<file path="config.mk">
export PLATFORM = sky130hd
export DESIGN_NAME = smr_recognizer
export DESIGN_NICKNAME = d
export VERILOG_FILES = /design/src/rtl/smr_pkg.sv /design/src/rtl/smr_mem.sv /design/src/rtl/smr_recognizer.sv
export SDC_FILE = /design/constraint.sdc
export NUM_CORES = 2
export LEC_CHECK = 0
export ABC_AREA = 1
export BUFFER_PORTS_ARGS = -buffer_cell sky130_fd_sc_hd__buf_2
export CAP_MARGIN = 20
export CELL_PAD_IN_SITES_DETAIL_PLACEMENT = 1
export CELL_PAD_IN_SITES_GLOBAL_PLACEMENT = 1
export CORE_MARGIN = 2
export CORE_UTILIZATION = 45
export CTS_BUF_LIST = sky130_fd_sc_hd__clkbuf_8
export CTS_CLUSTER_DIAMETER = 100
export DETAILED_ROUTE_END_ITERATION = 8
export PLACE_DENSITY = 0.89
export SYNTH_ARGS = -nofsm -noshare
export SYNTH_HDL_FRONTEND = slang
export SYNTH_SLANG_ARGS = --single-unit
</file>
<file path="constraint.sdc">
create_clock -name pclk -period 5.5 [get_ports pclk]
set_clock_uncertainty 0.2 [all_clocks]
set_input_delay 0.55 -clock pclk [delete_from_list [all_inputs] [get_ports pclk]]
set_output_delay 0.55 -clock pclk [all_outputs]
set_load 0.1 [all_outputs]
</file>
<file path="src/rtl/smr_pkg.sv">
// shared constants, types and helpers of the serial message recognizer
package smr_pkg;
   localparam int unsigned CLK_HZ = 25_000_000;
   localparam int unsigned MS_PER_S = 1000;
   localparam int unsigned MS_CYCLES = CLK_HZ / MS_PER_S;
   localparam int unsigned TICK_W = 16;
   localparam int unsigned HOLD_BYTES = 128;
   localparam int unsigned HOLD_AW = 7;
   localparam int unsigned SEP_BYTES = 8;
   localparam int unsigned CAP_BYTES = 12;
   localparam logic [7:0] HOLD_MAX = 8'h80;
   localparam logic [3:0] CAP_MAX = 4'hC;
   localparam logic [3:0] SEP_MAX = 4'h8;
   localparam logic [7:0] FLEET_RST_MS = 8'h32;
   localparam logic [15:0] IDLE_MIN_MS = 16'h000A;
   // register byte offsets
   localparam logic [11:0] OFS_CTRL = 12'h000;
   localparam logic [11:0] OFS_SEP_LO = 12'h004;
   localparam logic [11:0] OFS_SEP_HI = 12'h008;
   localparam logic [11:0] OFS_SEP_LEN = 12'h00C;
   localparam logic [11:0] OFS_IDLE = 12'h010;
   localparam logic [11:0] OFS_FLEET_T = 12'h014;
   localparam logic [11:0] OFS_ACTION = 12'h018;
   localparam logic [11:0] OFS_STAT = 12'h01C;
   localparam logic [11:0] OFS_MASK = 12'h020;
   localparam logic [11:0] OFS_LAST_LEN = 12'h028;
   localparam logic [11:0] OFS_FLEET_LEN = 12'h02C;
   localparam logic [11:0] OFS_DIGEST = 12'h030;
   localparam logic [11:0] OFS_LAST_TXT = 12'h040;
   localparam logic [11:0] OFS_LAST_HEX = 12'h050;
   localparam logic [11:0] OFS_FLEET_TXT = 12'h070;
   localparam logic [11:0] OFS_FLEET_HEX = 12'h080;
   localparam logic [11:0] OFS_TX_RAW = 12'h0A0;
   localparam logic [11:0] OFS_TX_TEXT = 12'h0A4;
   localparam logic [11:0] OFS_STATUS = 12'h0A8;
   localparam logic [11:0] OFS_HOLD = 12'h100;
   localparam logic [11:0] TXT_SPAN = 12'h00C;
   localparam logic [11:0] HEX_SPAN = 12'h018;
   localparam logic [11:0] HOLD_SPAN = 12'h200;
   // field positions, status width and ascii character codes
   localparam int unsigned CTRL_ON_FIRST = 0;
   localparam int unsigned CTRL_ON_SECOND = 1;
   localparam int unsigned CTRL_CLEAR = 8;
   localparam int unsigned ST_RECOG = 0;
   localparam int unsigned ST_PERS = 1;
   localparam int unsigned ST_FLEET = 2;
   localparam int unsigned ST_OVFL = 3;
   localparam int unsigned STAT_W = 4;
   localparam logic [7:0] CH_BSLASH = 8'h5C;
   localparam logic [7:0] CH_X = 8'h78;
   localparam logic [7:0] CH_0 = 8'h30;
   localparam logic [7:0] CH_9 = 8'h39;
   localparam logic [7:0] CH_UA = 8'h41;
   localparam logic [7:0] CH_UF = 8'h46;
   localparam logic [7:0] CH_LA = 8'h61;
   localparam logic [7:0] CH_LF = 8'h66;
   localparam logic [7:0] HEX_TEN = 8'h0A;

   typedef enum logic [1:0] {ESC_IDLE, ESC_SLASH, ESC_X, ESC_HI} smr_esc_e;
   typedef struct packed {logic valid; logic [7:0] data;} smr_rx_s;
   typedef struct packed {
      logic psel;
      logic penable;
      logic pwrite;
      logic [11:0] paddr;
      logic [31:0] pwdata;
   } smr_apb_s;
   typedef struct packed {logic fire; logic [7:0] number;} smr_action_s;

   // {ok, nibble} from an ascii hex digit
   function automatic logic [4:0] smr_from_hex(input logic [7:0] c);
      if (c >= CH_0 && c <= CH_9) return {1'b1, 4'(c - CH_0)};
      if (c >= CH_UA && c <= CH_UF) return {1'b1, 4'(c - CH_UA + HEX_TEN)};
      if (c >= CH_LA && c <= CH_LF) return {1'b1, 4'(c - CH_LA + HEX_TEN)};
      return 5'h00;
   endfunction

   function automatic logic [7:0] smr_to_hex(input logic [3:0] n);
      return (n < 4'hA) ? CH_0 + 8'(n) : CH_UA + 8'(n) - HEX_TEN;
   endfunction
endpackage

</file>
<file path="src/rtl/smr_mem.sv">
// holding memory for unrecognized bytes, registered read
`timescale 1ns/10ps
module smr_mem #(
   parameter int unsigned W = 8,
   parameter int unsigned D = 128,
   parameter int unsigned AW = 7
) (
   input wire logic pclk,
   input wire logic presetn,
   input wire logic we,
   input wire logic [AW-1:0] waddr,
   input wire logic [W-1:0] wdata,
   input wire logic [AW-1:0] raddr,
   output logic [W-1:0] rdata
);
   typedef struct packed {
      logic [D-1:0][W-1:0] m;
      logic [W-1:0] q;
   } smr_mem_s;
   smr_mem_s s_q, s_d;

   always_comb begin
      s_d = s_q;
      if (we) begin
         s_d.m[waddr] = wdata;
      end
      s_d.q = s_q.m[raddr];
   end

   always_ff @(posedge pclk or negedge presetn) begin
      if (!presetn) begin
         s_q <= '0;
      end else begin
         s_q <= s_d;
      end
   end

   assign rdata = s_q.q;
endmodule // smr_mem

</file>
<file path="src/rtl/smr_recognizer.sv">
// serial message recognizer with apb registers and a small transmit path
// Notes on behaviour
// - close and recognize the message when the separator pattern arrives.
// - also close it when the idle gap passes after the last byte.
// - hold unrecognized bytes, at most 128 of them.
// - held bytes publish to persistent and fleeting copies once closed.
// - separator is up to 8 bytes, i.e. up to 16 hex digits.
// - idle gap in ms; 0 disables it, nonzero values below 10 become 10.
// - persistent copy stays until the next message or a clear.
// - persistent text keeps at most 12 bytes.
// - each text copy is also readable as hex digit pairs.
// - a clear erases all stored messages.
// - fleeting copy loads with each message and empties after retention time.
// - retention time 0 to 255 ms, reset 50 ms, covers text, hex, digest.
// - change events when a copy's value changes; fleeting ones also on every expiry and every load into an empty copy.
// - each recognized message fires the linked action number unconditionally.
// - raw transmit takes hex digit pairs and sends each as one byte.
// - text transmit turns backslash x and two hex digits into one byte.
// - recognition enables exist per port, first and second serial port.
`timescale 1ns/10ps
module smr_recognizer #(
   parameter int unsigned MS_CYC = smr_pkg::MS_CYCLES
) (
   input wire logic pclk,
   input wire logic presetn,
   input smr_pkg::smr_apb_s apb,
   output logic [31:0] prdata,
   output logic pready,
   output logic pslverr,
   input smr_pkg::smr_rx_s rx_first,
   input smr_pkg::smr_rx_s rx_second,
   output logic [7:0] tx_byte,
   output logic tx_valid,
   input wire logic tx_ready,
   output smr_pkg::smr_action_s action,
   output logic irq
);
   import smr_pkg::*;

   typedef struct packed {
      logic [1:0] on;
      logic [SEP_BYTES*8-1:0] sep;
      logic [3:0] sep_len;
      logic [15:0] idle_ms;
      logic [7:0] fleet_ms;
      logic [7:0] act_num;
      logic [STAT_W-1:0] mask;
      logic [STAT_W-1:0] stat;
      logic [SEP_BYTES*8-1:0] tail;
      logic [7:0] hold_cnt;
      logic [CAP_BYTES*8-1:0] cap;
      logic [15:0] idle_cnt;
      logic [CAP_BYTES*8-1:0] last;
      logic [3:0] last_len;
      logic [CAP_BYTES*8-1:0] fl;
      logic [3:0] fl_len;
      logic [15:0] fl_dig;
      logic [7:0] fl_cnt;
      logic fl_live;
      logic [TICK_W-1:0] tick_cnt;
      smr_esc_e esc;
      logic [3:0] esc_nib;
      logic [7:0] tx_byte;
      logic tx_valid;
      logic [7:0] pend;
      logic pend_v;
      logic [31:0] prdata;
      logic pready;
      logic pslverr;
      logic act_fire;
      logic [7:0] act_out;
      logic irq;
   } smr_st_s;

   smr_st_s q, d;
   logic [7:0] mem_rdata;
   logic mem_we;
   logic [HOLD_AW-1:0] mem_waddr;
   logic [7:0] mem_wdata;

   // text word k: byte 0 of the message in bits 7:0, bytes past len read zero
   function automatic logic [31:0] txt_word(input logic [CAP_BYTES*8-1:0] b, input logic [3:0] len,
                                            input logic [3:0] k);
      logic [31:0] w;
      w = '0;
      for (int i = 0; i < 4; i++) begin
         if (4'(k * 4 + i) < len) w[i*8 +: 8] = b[(k*4+i)*8 +: 8];
      end
      return w;
   endfunction

   // hex word k: two message bytes as four digit characters, first digit low
   function automatic logic [31:0] hex_word(input logic [CAP_BYTES*8-1:0] b, input logic [3:0] len,
                                            input logic [3:0] k);
      logic [31:0] w;
      logic [7:0] by;
      w = '0;
      by = '0;
      for (int i = 0; i < 2; i++) begin
         by = b[(k*2+i)*8 +: 8];
         if (4'(k * 2 + i) < len) begin
            w[i*16 +: 8] = smr_to_hex(by[7:4]);
            w[i*16+8 +: 8] = smr_to_hex(by[3:0]);
         end
      end
      return w;
   endfunction

   function automatic logic [15:0] digest(input logic [CAP_BYTES*8-1:0] b, input logic [3:0] len);
      logic [15:0] h;
      h = '0;
      for (int i = 0; i < CAP_BYTES; i++) begin
         if (4'(i) < len) h = {h[14:0], h[15]} ^ {8'h00, b[i*8 +: 8]};
      end
      return h;
   endfunction

   logic acc, done, wr, rd_clr, busy, byte_v, match, pub, tick, clr;
   logic [7:0] rbyte, cnt_n;
   logic [3:0] plen;
   logic [CAP_BYTES*8-1:0] pcap;
   logic [SEP_BYTES*8-1:0] tail_n;
   logic [STAT_W-1:0] ev;
   logic [11:0] a, off, hoff;
   logic [31:0] rd;
   logic [4:0] hx, hy;

   always_comb begin
      d = q;
      d.act_fire = 1'b0;
      ev = '0;
      clr = 1'b0;
      a = apb.paddr;
      off = '0;
      rd = '0;
      hx = '0;
      hy = '0;
      mem_we = 1'b0;
      mem_waddr = q.hold_cnt[HOLD_AW-1:0];
      mem_wdata = '0;
      // millisecond enable; long divide is a parameter so benches can shorten it
      tick = (q.tick_cnt == TICK_W'(MS_CYC - 1));
      d.tick_cnt = tick ? '0 : q.tick_cnt + 1'b1;

      // apb: one wait state on every access so the hold memory can answer
      hoff = apb.paddr - OFS_HOLD;
      acc = apb.psel & apb.penable;
      done = acc & q.pready;
      wr = done & apb.pwrite;
      rd_clr = done & ~apb.pwrite & (a == OFS_STAT);
      d.pready = acc & ~q.pready;
      if (a == OFS_CTRL) rd = {30'h0, q.on};
      else if (a == OFS_SEP_LO) rd = q.sep[31:0];
      else if (a == OFS_SEP_HI) rd = q.sep[63:32];
      else if (a == OFS_SEP_LEN) rd = {28'h0, q.sep_len};
      else if (a == OFS_IDLE) rd = {16'h0, q.idle_ms};
      else if (a == OFS_FLEET_T) rd = {24'h0, q.fleet_ms};
      else if (a == OFS_ACTION) rd = {24'h0, q.act_num};
      else if (a == OFS_STAT) rd = {28'h0, q.stat};
      else if (a == OFS_MASK) rd = {28'h0, q.mask};
      else if (a == OFS_LAST_LEN) rd = {28'h0, q.last_len};
      else if (a == OFS_FLEET_LEN) rd = {28'h0, q.fl_len};
      else if (a == OFS_DIGEST) rd = {16'h0, q.fl_dig};
      else if (a == OFS_STATUS) rd = {16'h0, q.hold_cnt, 7'h00, q.tx_valid | q.pend_v};
      else if (a == OFS_TX_RAW || a == OFS_TX_TEXT) rd = '0;
      else if (a >= OFS_LAST_TXT && a < OFS_LAST_TXT + TXT_SPAN) begin
         off = a - OFS_LAST_TXT;
         rd = txt_word(q.last, q.last_len, off[5:2]);
      end else if (a >= OFS_LAST_HEX && a < OFS_LAST_HEX + HEX_SPAN) begin
         off = a - OFS_LAST_HEX;
         rd = hex_word(q.last, q.last_len, off[5:2]);
      end else if (a >= OFS_FLEET_TXT && a < OFS_FLEET_TXT + TXT_SPAN) begin
         off = a - OFS_FLEET_TXT;
         rd = txt_word(q.fl, q.fl_len, off[5:2]);
      end else if (a >= OFS_FLEET_HEX && a < OFS_FLEET_HEX + HEX_SPAN) begin
         off = a - OFS_FLEET_HEX;
         rd = hex_word(q.fl, q.fl_len, off[5:2]);
      end else if (a >= OFS_HOLD && a < OFS_HOLD + HOLD_SPAN) begin
         rd = {24'h0, mem_rdata};
      end else begin
         off = 12'hFFF;
      end
      if (acc & ~q.pready) begin
         d.prdata = apb.pwrite ? '0 : rd;
         d.pslverr = (off == 12'hFFF);
      end
      if (done) begin
         d.pslverr = 1'b0;
      end

      // busy transmit ignores new writes, software polls the status word
      busy = q.tx_valid | q.pend_v;
      if (q.tx_valid & tx_ready) begin
         d.tx_valid = q.pend_v;
         d.tx_byte = q.pend;
         d.pend_v = 1'b0;
      end

      if (wr) begin
         case (a)
            OFS_CTRL: begin
               d.on = apb.pwdata[CTRL_ON_SECOND:CTRL_ON_FIRST];
               clr = apb.pwdata[CTRL_CLEAR];
            end
            OFS_SEP_LO: d.sep[31:0] = apb.pwdata;
            OFS_SEP_HI: d.sep[63:32] = apb.pwdata;
            OFS_SEP_LEN: d.sep_len = (apb.pwdata[3:0] > SEP_MAX) ? SEP_MAX : apb.pwdata[3:0];
            OFS_IDLE: begin
               d.idle_ms = apb.pwdata[15:0];
               if (apb.pwdata[15:0] != '0 && apb.pwdata[15:0] < IDLE_MIN_MS) d.idle_ms = IDLE_MIN_MS;
            end
            OFS_FLEET_T: d.fleet_ms = apb.pwdata[7:0];
            OFS_ACTION: d.act_num = apb.pwdata[7:0];
            OFS_MASK: d.mask = apb.pwdata[STAT_W-1:0];
            OFS_TX_RAW: begin
               hx = smr_from_hex(apb.pwdata[15:8]);
               hy = smr_from_hex(apb.pwdata[7:0]);
               if (!busy && hx[4] && hy[4]) begin
                  d.tx_byte = {hx[3:0], hy[3:0]};
                  d.tx_valid = 1'b1;
               end
            end
            OFS_TX_TEXT: begin
               hx = smr_from_hex(apb.pwdata[7:0]);
               if (!busy) begin
                  case (q.esc)
                     ESC_IDLE: begin
                        if (apb.pwdata[7:0] == CH_BSLASH) d.esc = ESC_SLASH;
                        else begin
                           d.tx_byte = apb.pwdata[7:0];
                           d.tx_valid = 1'b1;
                        end
                     end
                     ESC_SLASH: begin
                        if (apb.pwdata[7:0] == CH_X) d.esc = ESC_X;
                        else begin
                           // lone backslash goes out as itself, then the character
                           d.tx_byte = CH_BSLASH;
                           d.tx_valid = 1'b1;
                           d.pend = apb.pwdata[7:0];
                           d.pend_v = 1'b1;
                           d.esc = ESC_IDLE;
                        end
                     end
                     ESC_X: begin
                        d.esc_nib = hx[3:0];
                        d.esc = hx[4] ? ESC_HI : ESC_IDLE;
                     end
                     ESC_HI: begin
                        if (hx[4]) begin
                           d.tx_byte = {q.esc_nib, hx[3:0]};
                           d.tx_valid = 1'b1;
                        end
                        d.esc = ESC_IDLE;
                     end
                     default: d.esc = ESC_IDLE;
                  endcase
               end
            end
            default: ;
         endcase
      end

      // receive: first port wins if both enabled ports deliver in one cycle
      byte_v = 1'b0;
      rbyte = '0;
      if (rx_first.valid & q.on[0]) begin
         byte_v = 1'b1;
         rbyte = rx_first.data;
      end else if (rx_second.valid & q.on[1]) begin
         byte_v = 1'b1;
         rbyte = rx_second.data;
      end
      tail_n = {q.tail[SEP_BYTES*8-9:0], rbyte};
      cnt_n = (q.hold_cnt == HOLD_MAX) ? HOLD_MAX : q.hold_cnt + 1'b1;
      match = (q.sep_len != '0) && ({4'h0, q.sep_len} <= cnt_n);
      for (int i = 0; i < SEP_BYTES; i++) begin
         if (4'(i) < q.sep_len && tail_n[i*8 +: 8] != q.sep[i*8 +: 8]) match = 1'b0;
      end
      pub = 1'b0;
      plen = '0;
      pcap = q.cap;
      if (byte_v) begin
         d.tail = tail_n;
         d.hold_cnt = cnt_n;
         d.idle_cnt = '0;
         if (q.hold_cnt < HOLD_MAX) begin
            mem_we = 1'b1;
            mem_wdata = rbyte;
         end else begin
            ev[ST_OVFL] = 1'b1;
         end
         if (q.hold_cnt < 8'(CAP_BYTES)) pcap[q.hold_cnt*8 +: 8] = rbyte;
         d.cap = pcap;
         if (match) begin
            pub = 1'b1;
            plen = (cnt_n - 8'(q.sep_len) > 8'(CAP_BYTES)) ? CAP_MAX : 4'(cnt_n - 8'(q.sep_len));
         end
      end else if (tick && q.hold_cnt != '0 && q.idle_ms != '0) begin
         d.idle_cnt = q.idle_cnt + 1'b1;
         // idle set while bytes wait also closes them
         if (q.idle_cnt + 1'b1 >= q.idle_ms) begin
            pub = 1'b1;
            plen = (q.hold_cnt > 8'(CAP_BYTES)) ? CAP_MAX : q.hold_cnt[3:0];
         end
      end
      for (int i = 0; i < CAP_BYTES; i++) begin
         if (4'(i) >= plen) pcap[i*8 +: 8] = 8'h00;
      end

      if (q.fl_live) begin
         if (q.fl_cnt == '0) begin
            d.fl = '0;
            d.fl_len = '0;
            d.fl_dig = '0;
            d.fl_live = 1'b0;
            ev[ST_FLEET] = 1'b1;
         end else if (tick) begin
            d.fl_cnt = q.fl_cnt - 1'b1;
         end
      end

      if (pub) begin
         d.hold_cnt = '0;
         d.cap = '0;
         d.idle_cnt = '0;
         ev[ST_RECOG] = 1'b1;
         d.act_fire = 1'b1;
         d.act_out = q.act_num;
         d.last = pcap;
         d.last_len = plen;
         if (pcap != q.last || plen != q.last_len) ev[ST_PERS] = 1'b1;
         // empty fleeting copy means even a repeat counts as a change
         ev[ST_FLEET] = !q.fl_live || pcap != q.fl || plen != q.fl_len;
         d.fl = pcap;
         d.fl_len = plen;
         d.fl_dig = digest(pcap, plen);
         d.fl_cnt = q.fleet_ms;
         d.fl_live = 1'b1;
      end

      if (clr) begin
         d.last = '0;
         d.last_len = '0;
         d.fl = '0;
         d.fl_len = '0;
         d.fl_dig = '0;
         d.fl_live = 1'b0;
         d.hold_cnt = '0;
         d.cap = '0;
         d.idle_cnt = '0;
      end

      // a new event wins over the read that clears the status
      d.stat = (rd_clr ? '0 : q.stat) | ev;
      d.irq = |(d.stat & d.mask);
   end

   always_ff @(posedge pclk or negedge presetn) begin
      if (!presetn) begin
         q <= '0;
         q.fleet_ms <= FLEET_RST_MS;
         q.esc <= ESC_IDLE;
      end else begin
         q <= d;
      end
   end

   smr_mem #(
      .W(8),
      .D(HOLD_BYTES),
      .AW(HOLD_AW)
   ) u_hold (
      .pclk(pclk),
      .presetn(presetn),
      .we(mem_we),
      .waddr(mem_waddr),
      .wdata(mem_wdata),
      .raddr(hoff[HOLD_AW+1:2]),
      .rdata(mem_rdata)
   );

   assign prdata = q.prdata;
   assign pready = q.pready;
   assign pslverr = q.pslverr;
   assign tx_byte = q.tx_byte;
   assign tx_valid = q.tx_valid;
   assign action = '{fire: q.act_fire, number: q.act_out};
   assign irq = q.irq;
endmodule // smr_recognizer

</file>
After elaboration in Yosys (flattened, before gate mapping)

Cells that the tools add are included.

Flip-flop bits (word level): 1627
Bits in latches: 0
RAM bits: 0
Memory bits (read-only): 0
Input bits: 68
Output and inout port bits: 53
Logic and storage cells: 664
Memories: 0

Add/subtract/negate cells: 53
Multiply operators: 0
Div/mod/pow operators: 0
Order comparisons: 85
Equality and inequality tests: 36
Shifts and indexed selects: 14
Muxes and demuxes: 227
Bitwise logic cells: 27
Reduce and logical (&&, ||, !) cells: 60

Operators with widths:

| operator                                                                | count |
|---|---|
| 1024-bit bitwise mux                                                    | 1 |
| 32-bit 2-to-1 mux                                                       | 19 |
| 96-bit by 11-bit indexed part select with 8-bit output                  | 6 |
| 16-bit 2-to-1 mux                                                       | 30 |
| 345-bit 2-to-1 mux                                                      | 1 |
| 336-bit 2-to-1 mux                                                      | 1 |
| 8-bit 2-to-1 mux                                                        | 39 |
| 12-bit 2-to-1 mux                                                       | 19 |
| 96-bit 2-to-1 mux                                                       | 2 |
| 96-bit != test                                                          | 2 |
| 96-bit by 10-bit indexed part select with 8-bit output                  | 2 |
| 96-bit by 33-bit indexed part select with 8-bit output                  | 2 |
| 96-bit by 9-bit indexed part select with 8-bit output                   | 2 |
| 16-bit by 8-bit bitwise XOR with 16-bit output                          | 11 |
| 125-bit 2-to-1 mux                                                      | 1 |
| 116-bit 2-to-1 mux                                                      | 1 |
| 5-bit 2-to-1 mux                                                        | 21 |
| 104-bit 2-to-1 mux                                                      | 1 |
| 96-bit bitwise mux                                                      | 1 |
| 8-bit by 34-bit variable shift with 96-bit output, first input constant | 1 |
| 8-bit by 34-bit indexed part select with 96-bit output                  | 1 |
| 7-bit by 4-bit adder with 8-bit output, first input constant            | 8 |
| 8-bit != test                                                           | 8 |
| 8-bit by 4-bit subtractor with 8-bit output, second input constant      | 8 |
| other kinds (88)                                                        | 314 |

Logic depth before layout (Yosys ltp)

Depth in word-level cells: 53
Depth in mapped cells: 55
Mapped depth without buffers: 53

Cells and area by module

Synthesis repeated with hierarchy kept, for this count alone.

Cell total of the unflattened synthesis: 11627
Area total of the unflattened synthesis: 87965.6 um^2

Modules (own cells, without submodules):

| module         | instances | cells an instance | area each (um^2) | sequential area each (um^2) |
|---|---|---|---|---|
| smr_mem        | 1         | 5869              | 47200.3          | 25824.8 |
| smr_recognizer | 1         | 5758              | 40765.3          | 14893.0 |

Worst setup path after synthesis

No wires, ideal clock.

Path type: register -> register
From: register q (netlist bit mem_waddr[0])
To: register q[101] (netlist name)
Setup time: 0.119 ns
Arrival: 5.136 ns
Data required time: 5.181 ns
Slack: 0.045 ns
Stages on the path, launching flop included: 49
Period minus slack after synthesis: 5.455 ns
Cell sequence: dfrtp_1 > inv_2 > clkbuf_1 > ha_1 > inv_1 > nor2_2 > nand3_1 > nor2_1 > nor3_1 > ha_1 > nand2_1 > nor2_1 > nor2_1 > nor2_1 > nor2_1 > o21a_2 > nand4_1 > nand2_2 > [... 13 more ...] > nand2_1 > inv_2 > nand2_2 > nand3_1 > nand2_1 > nand2_1 > nand2_1 > nand2_1 > nand3_1 > nand2_1 > nand2_1 > nand2_1 > nor2_1 > nand2_1 > nand2_1 > nand2_1 > nand3_1 > nand2_1

Cells in the longest elaborated chain, start to end: 49

RTL lines:

| element                                                                                    | RTL line                                     | RTL |
|---|---|---|
| from (decl)                                                                                | smr_recognizer.sv:75                         | `smr_st_s q, d;` |
| 8-bit by 1-bit adder with 8-bit output / 8-bit == test (equally long branches)             | smr_recognizer.sv:275                        | `cnt_n = (q.hold_cnt == HOLD_MAX) ? HOLD_MAX : q.hold_cnt + 1'b1;` |
| 8-bit 2-to-1 mux                                                                           | smr_recognizer.sv:275                        |  |
| 4-bit by 8-bit <= comparator with 1-bit output                                             | smr_recognizer.sv:276                        | `match = (q.sep_len != '0) && ({4'h0, q.sep_len} <= cnt_n);` |
| 1-bit logical AND                                                                          | smr_recognizer.sv:276                        |  |
| 1-bit 2-to-1 mux (8 in a row)                                                              | smr_recognizer.sv:278                        | `if (4'(i) < q.sep_len && tail_n[i*8 +: 8] != q.sep[i*8 +: 8]) match = 1'b0;` |
| 4-bit 2-to-1 mux                                                                           | smr_recognizer.sv:295                        | `if (match) begin` |
| 4-bit 2-to-1 mux                                                                           | smr_recognizer.sv:283                        | `if (byte_v) begin` |
| 1-bit by 4-bit >= comparator with 1-bit output                                             | smr_recognizer.sv:308                        | `if (4'(i) >= plen) pcap[i*8 +: 8] = 8'h00;` |
| [... 26 more ...]                                                                          | n/a                                          |  |
| 16-bit 2-to-1 mux, or another cell as far along                                            | smr_recognizer.sv:323                        | `if (pub) begin` |
| 16-bit 2-to-1 mux, or another cell as far along                                            | smr_recognizer.sv:113                        | `if (4'(i) < len) h = {h[14:0], h[15]} ^ {8'h00, b[i*8 +: 8]};` |
| 16-bit 2-to-1 mux, or another cell as far along                                            | smr_recognizer.sv:323                        |  |
| 16-bit 2-to-1 mux (on tied branches)                                                       | smr_recognizer.sv:113, smr_recognizer.sv:323 |  |
| 16-bit 2-to-1 mux / 16-bit by 8-bit bitwise XOR with 16-bit output (equally long branches) | smr_recognizer.sv:323, smr_recognizer.sv:113 |  |
| 16-bit 2-to-1 mux                                                                          | smr_recognizer.sv:113                        |  |
| 345-bit 2-to-1 mux                                                                         | smr_recognizer.sv:323                        |  |
| 336-bit 2-to-1 mux                                                                         | smr_recognizer.sv:342                        | `if (clr) begin` |

Several ways; a longest one is shown, not always the timed one. The select of a mux whose other input is x is not followed.
A chain may end at the register's enable or synchronous reset.

==> metrics.yaml <==
antenna_found_initial: 35
grt_pass1_wl_mm: 643
setup_viol: 19
total_power_mw: 36.0
hold_violations: 0
yosysSeqAreaShare: 0.481
start_util: 0.452
die_w_um: 438
clkTransAtPathRegs_ns: 0.07
netlist_area_um2: 84700
critPathBufInv: 15
maxSlewHeadroom: 0.108
ctsLongestPathBuffers: 4
postLayoutCellArea_um2: 103000
worst_pin_slew_ns: 1.30
synth-edff-count: 0
cp_data_required_time_ns: 6.25
ys_async_sr_fraction: 1.00
layout-drive-gt1-share: 0.182
placementRows: 159
hpwl_mm: 304
worst-setup-path-type: "reg -> reg"
port_buffers: 120
grt_use_met1: 0.558
gr-total-overflow: 0
drv_slew: 0
fillers: 22400
setup.worst_path.start_class: "flop"
num_vias: 92100
crit_path_frequent_cell: "buf_4"
via_per_inst: 6.51
fin_crit_ns: 6.51
synth_fp_nets: 10800
violations: "setup timing"
endpoint_kind: "flop"
clock-sinks: 1627
final_cells: 14200
met2_usage: 0.682
arrival_ns: 7.26
dieHeight_um: 438
drtAntennaViolNets: 0
switching_power_mw: 12.8
synthCells: 10600
grt_max_degree: 177
hold_path.class: "in -> reg"
synth_top_area_share: 0.480
pwr-share-seq: 0.415
post_dp_cell_area_um2: 93600
cts_root_buffer: "clkbuf_8"
internal_power_mw: 23.2
yosysUniqueCellTypes: 77
io_pins: 121
grt_use_met3: 0.118
cts_buffers: 309
sw_frac_of_total: 0.355
max_cap_violations: 0
synth_flop_cell: "dfrtp_1"
top_usage_layer: "met2"
fin_nets: 11600
ir_drop_mv: 0.225
power.leakage_nw: 47.8
h-tree-depth: 5
syn_avg_cell_area_um2: 7.98
coreArea_um2: 187000
post_drt_wl_per_cell_um: 31.3
synth_top_area_cell: "dfrtp_1"
place_inst: 13500
synth_seq_cells: 1627
gp_congestion: 1.09
p_per_area_nw_per_um2: 349
drc: 0
syn2layout_area_growth_pct: 22.1
clk_latency_ns: 1.10
drtIter0Drc: 11900
path_delay_family: "simple AND/OR/NAND/NOR gates"
yosysWarnings: 0
period_share: 1.18
critPathMaxStageDelay_ns: 0.41
synthTopCellsByArea: "dfrtp_1 48%, nand2_1 12%, o21ai_0 10%"
holdWs_ns: 0.0729
drtPass1Iterations: 8
combinationalPowerShare: 0.242
worstPathMaxFanout: 10
dieArea_um2: 192000
rsz0062_at_grt: "yes"
grt_pass1_vias: 94300
setup_ws_ns: -1.01
slowest_stage: "dfrtp_1"
grt_usage: 0.450
routed_wirelength_mm: 443
max_freq_mhz: 154
outcome: "complete, but fails checks"
pwr-share-clk: 0.344
cts_tree: "yes"
what timing repair did:
| action | in CTS | in global routing |
|---|---|---|
| hold endpoints to repair | 757 | 0 |
| pin swaps | 93 | 160 |
| hold buffers | 44 | 0 |
| setup endpoints to repair | 19 | 20 |
| gates resized for setup | 276 | 278 |
| setup buffers | 38 | 48 |
| gates cloned | 2 | 2 |
sequential cells by signal, indices dropped and copies added (netlist names):
register and cells:
u_hold.s_q 1024, action 9, pready 1, u_hold.rdata 8
tx_valid 1, irq 1, pslverr 1, mem_waddr 7
q 535, tx_byte 8, prdata 32
cell families (layout without fill, tap and decap cells):
family	after synthesis	after routing	synth area share
buffers and inverters	1512	2529	0.0706
xor gates and xnor gates	147	147	0.0152
DFF	1627	1627	0.481
AOI/OAI and AO/OA	3267	3267	0.229
adders and majority gates	70	70	0.0104
other	0	22	0
and+or+nand+nor	3986	3988	0.193
muxes	8	8	0.000960
power groups by stage:
stage,Combinational (mW),Clock [mW],Sequential [mW]
global route,9.19,12.9,15.1
global placement,7.62,0,14.8
floorplan,3.89,0,14.7
CTS,8.28,12.3,14.9
detailed placement,8.05,0,15.0
finish,8.71,12.4,15.0
synth_stat cells, types with 58 or more instances:
library cell	count
o22ai_1	266
a22oi_1	511
xor2_1	110
inv_1	763
nand4_1	117
o211ai_1	75
nor3_1	86
dfrtp_1	1624
ha_1	69
nand3_1	353
buf_4	58
a221oi_1	60
clkbuf_1	560
o21ai_0	1729
a21oi_1	264
nand2_1	2811
nor2_1	477
worst register-to-register path: cells and delay by family (launching register included):
| family | cells | cell delay (ns) |
|---|---|---|
| and+or+nand+nor | 18 | 2.75 |
| adders and majority gates | 1 | 0.28 |
| xor gates and xnor gates | 1 | 0.18 |
| DFF | 1 | 0.41 |
| AOI/OAI and AO/OA | 4 | 0.75 |
| buffers and inverters | 15 | 1.82 |
placed cells by master, fill, tap and decap left out, drive strengths merged, types with 9 or more instances in the layout:
master | synthesis | final
a2111oi | 15 | 15
a211oi | 9 | 9
a21boi | 28 | 28
a21oi | 264 | 264
a221oi | 60 | 60
a22oi | 511 | 511
a31o | 13 | 13
a31oi | 43 | 43
a32o | 13 | 13
buf | 143 | 1151
clkbuf | 560 | 390
clkinv | 21 | 42
clkinvlp | 0 | 14
dfrtp | 1624 | 1624
diode | 0 | 22
dlygate4sd3 | 0 | 43
ha | 69 | 69
inv | 788 | 880
nand2 | 2852 | 2854
nand3 | 371 | 371
nand4 | 118 | 118
nor2 | 496 | 496
nor3 | 88 | 88
nor4 | 27 | 27
o2111ai | 38 | 38
o211ai | 76 | 76
o21a | 30 | 30
o21ai | 1768 | 1768
o221ai | 48 | 48
o22ai | 266 | 266
o311ai | 9 | 9
o31ai | 26 | 26
o32ai | 20 | 20
or2 | 18 | 18
xnor2 | 37 | 37
xor2 | 110 | 110
metrics by stage:
step	worst slack (ns)	setup TNS (ns)	util
global route	-1.20	-20.65	0.551
finish	-1.01	-16.24	0.552
CTS	-0.654	-11.15	0.542
floorplan	0.0449	0	-
global placement	-1.73	-20.19	0.500
detailed placement	-1.78	-24.26	0.500
layer usage:
layer,wire length [µm],share of wire,vias to the layer above
li1,-,-,37900
met1,164000,0.37,46400
met2,194000,0.44,5889
met3,45900,0.10,1895
met4,38800,0.088,20
met5,146,0.00033,-
path summary, 6_finish.rpt:
check	slack (ns)	cells after the start	start	end
max	-1.01	39	q[311]	irq
min	0.07	6	rx_second[2]	u_hold.s_q[674]
max reg2reg	-1.01	39	q[311]	irq
min reg2reg	0.27	2	action[3]	action[3]
max in group asynchronous	3.20	4	presetn	prdata[5]
min in group asynchronous	0.42	3	presetn	u_hold.s_q[626]
cell type report:
class                   count  area (µm²)  area share
diodes                     22        55.1    0.000532
clock buffers             387        5330      0.0515
clock inverters           135         790     0.00764
inverters                 809        3120      0.0301
multi-input cells        7480       40300       0.389
flip-flops and latches   1627       40700       0.394
well taps                2495        3120      0.0302
repair buffers           1198       10000      0.0967
No activity file was read; power rests on OpenSTA's default activity.
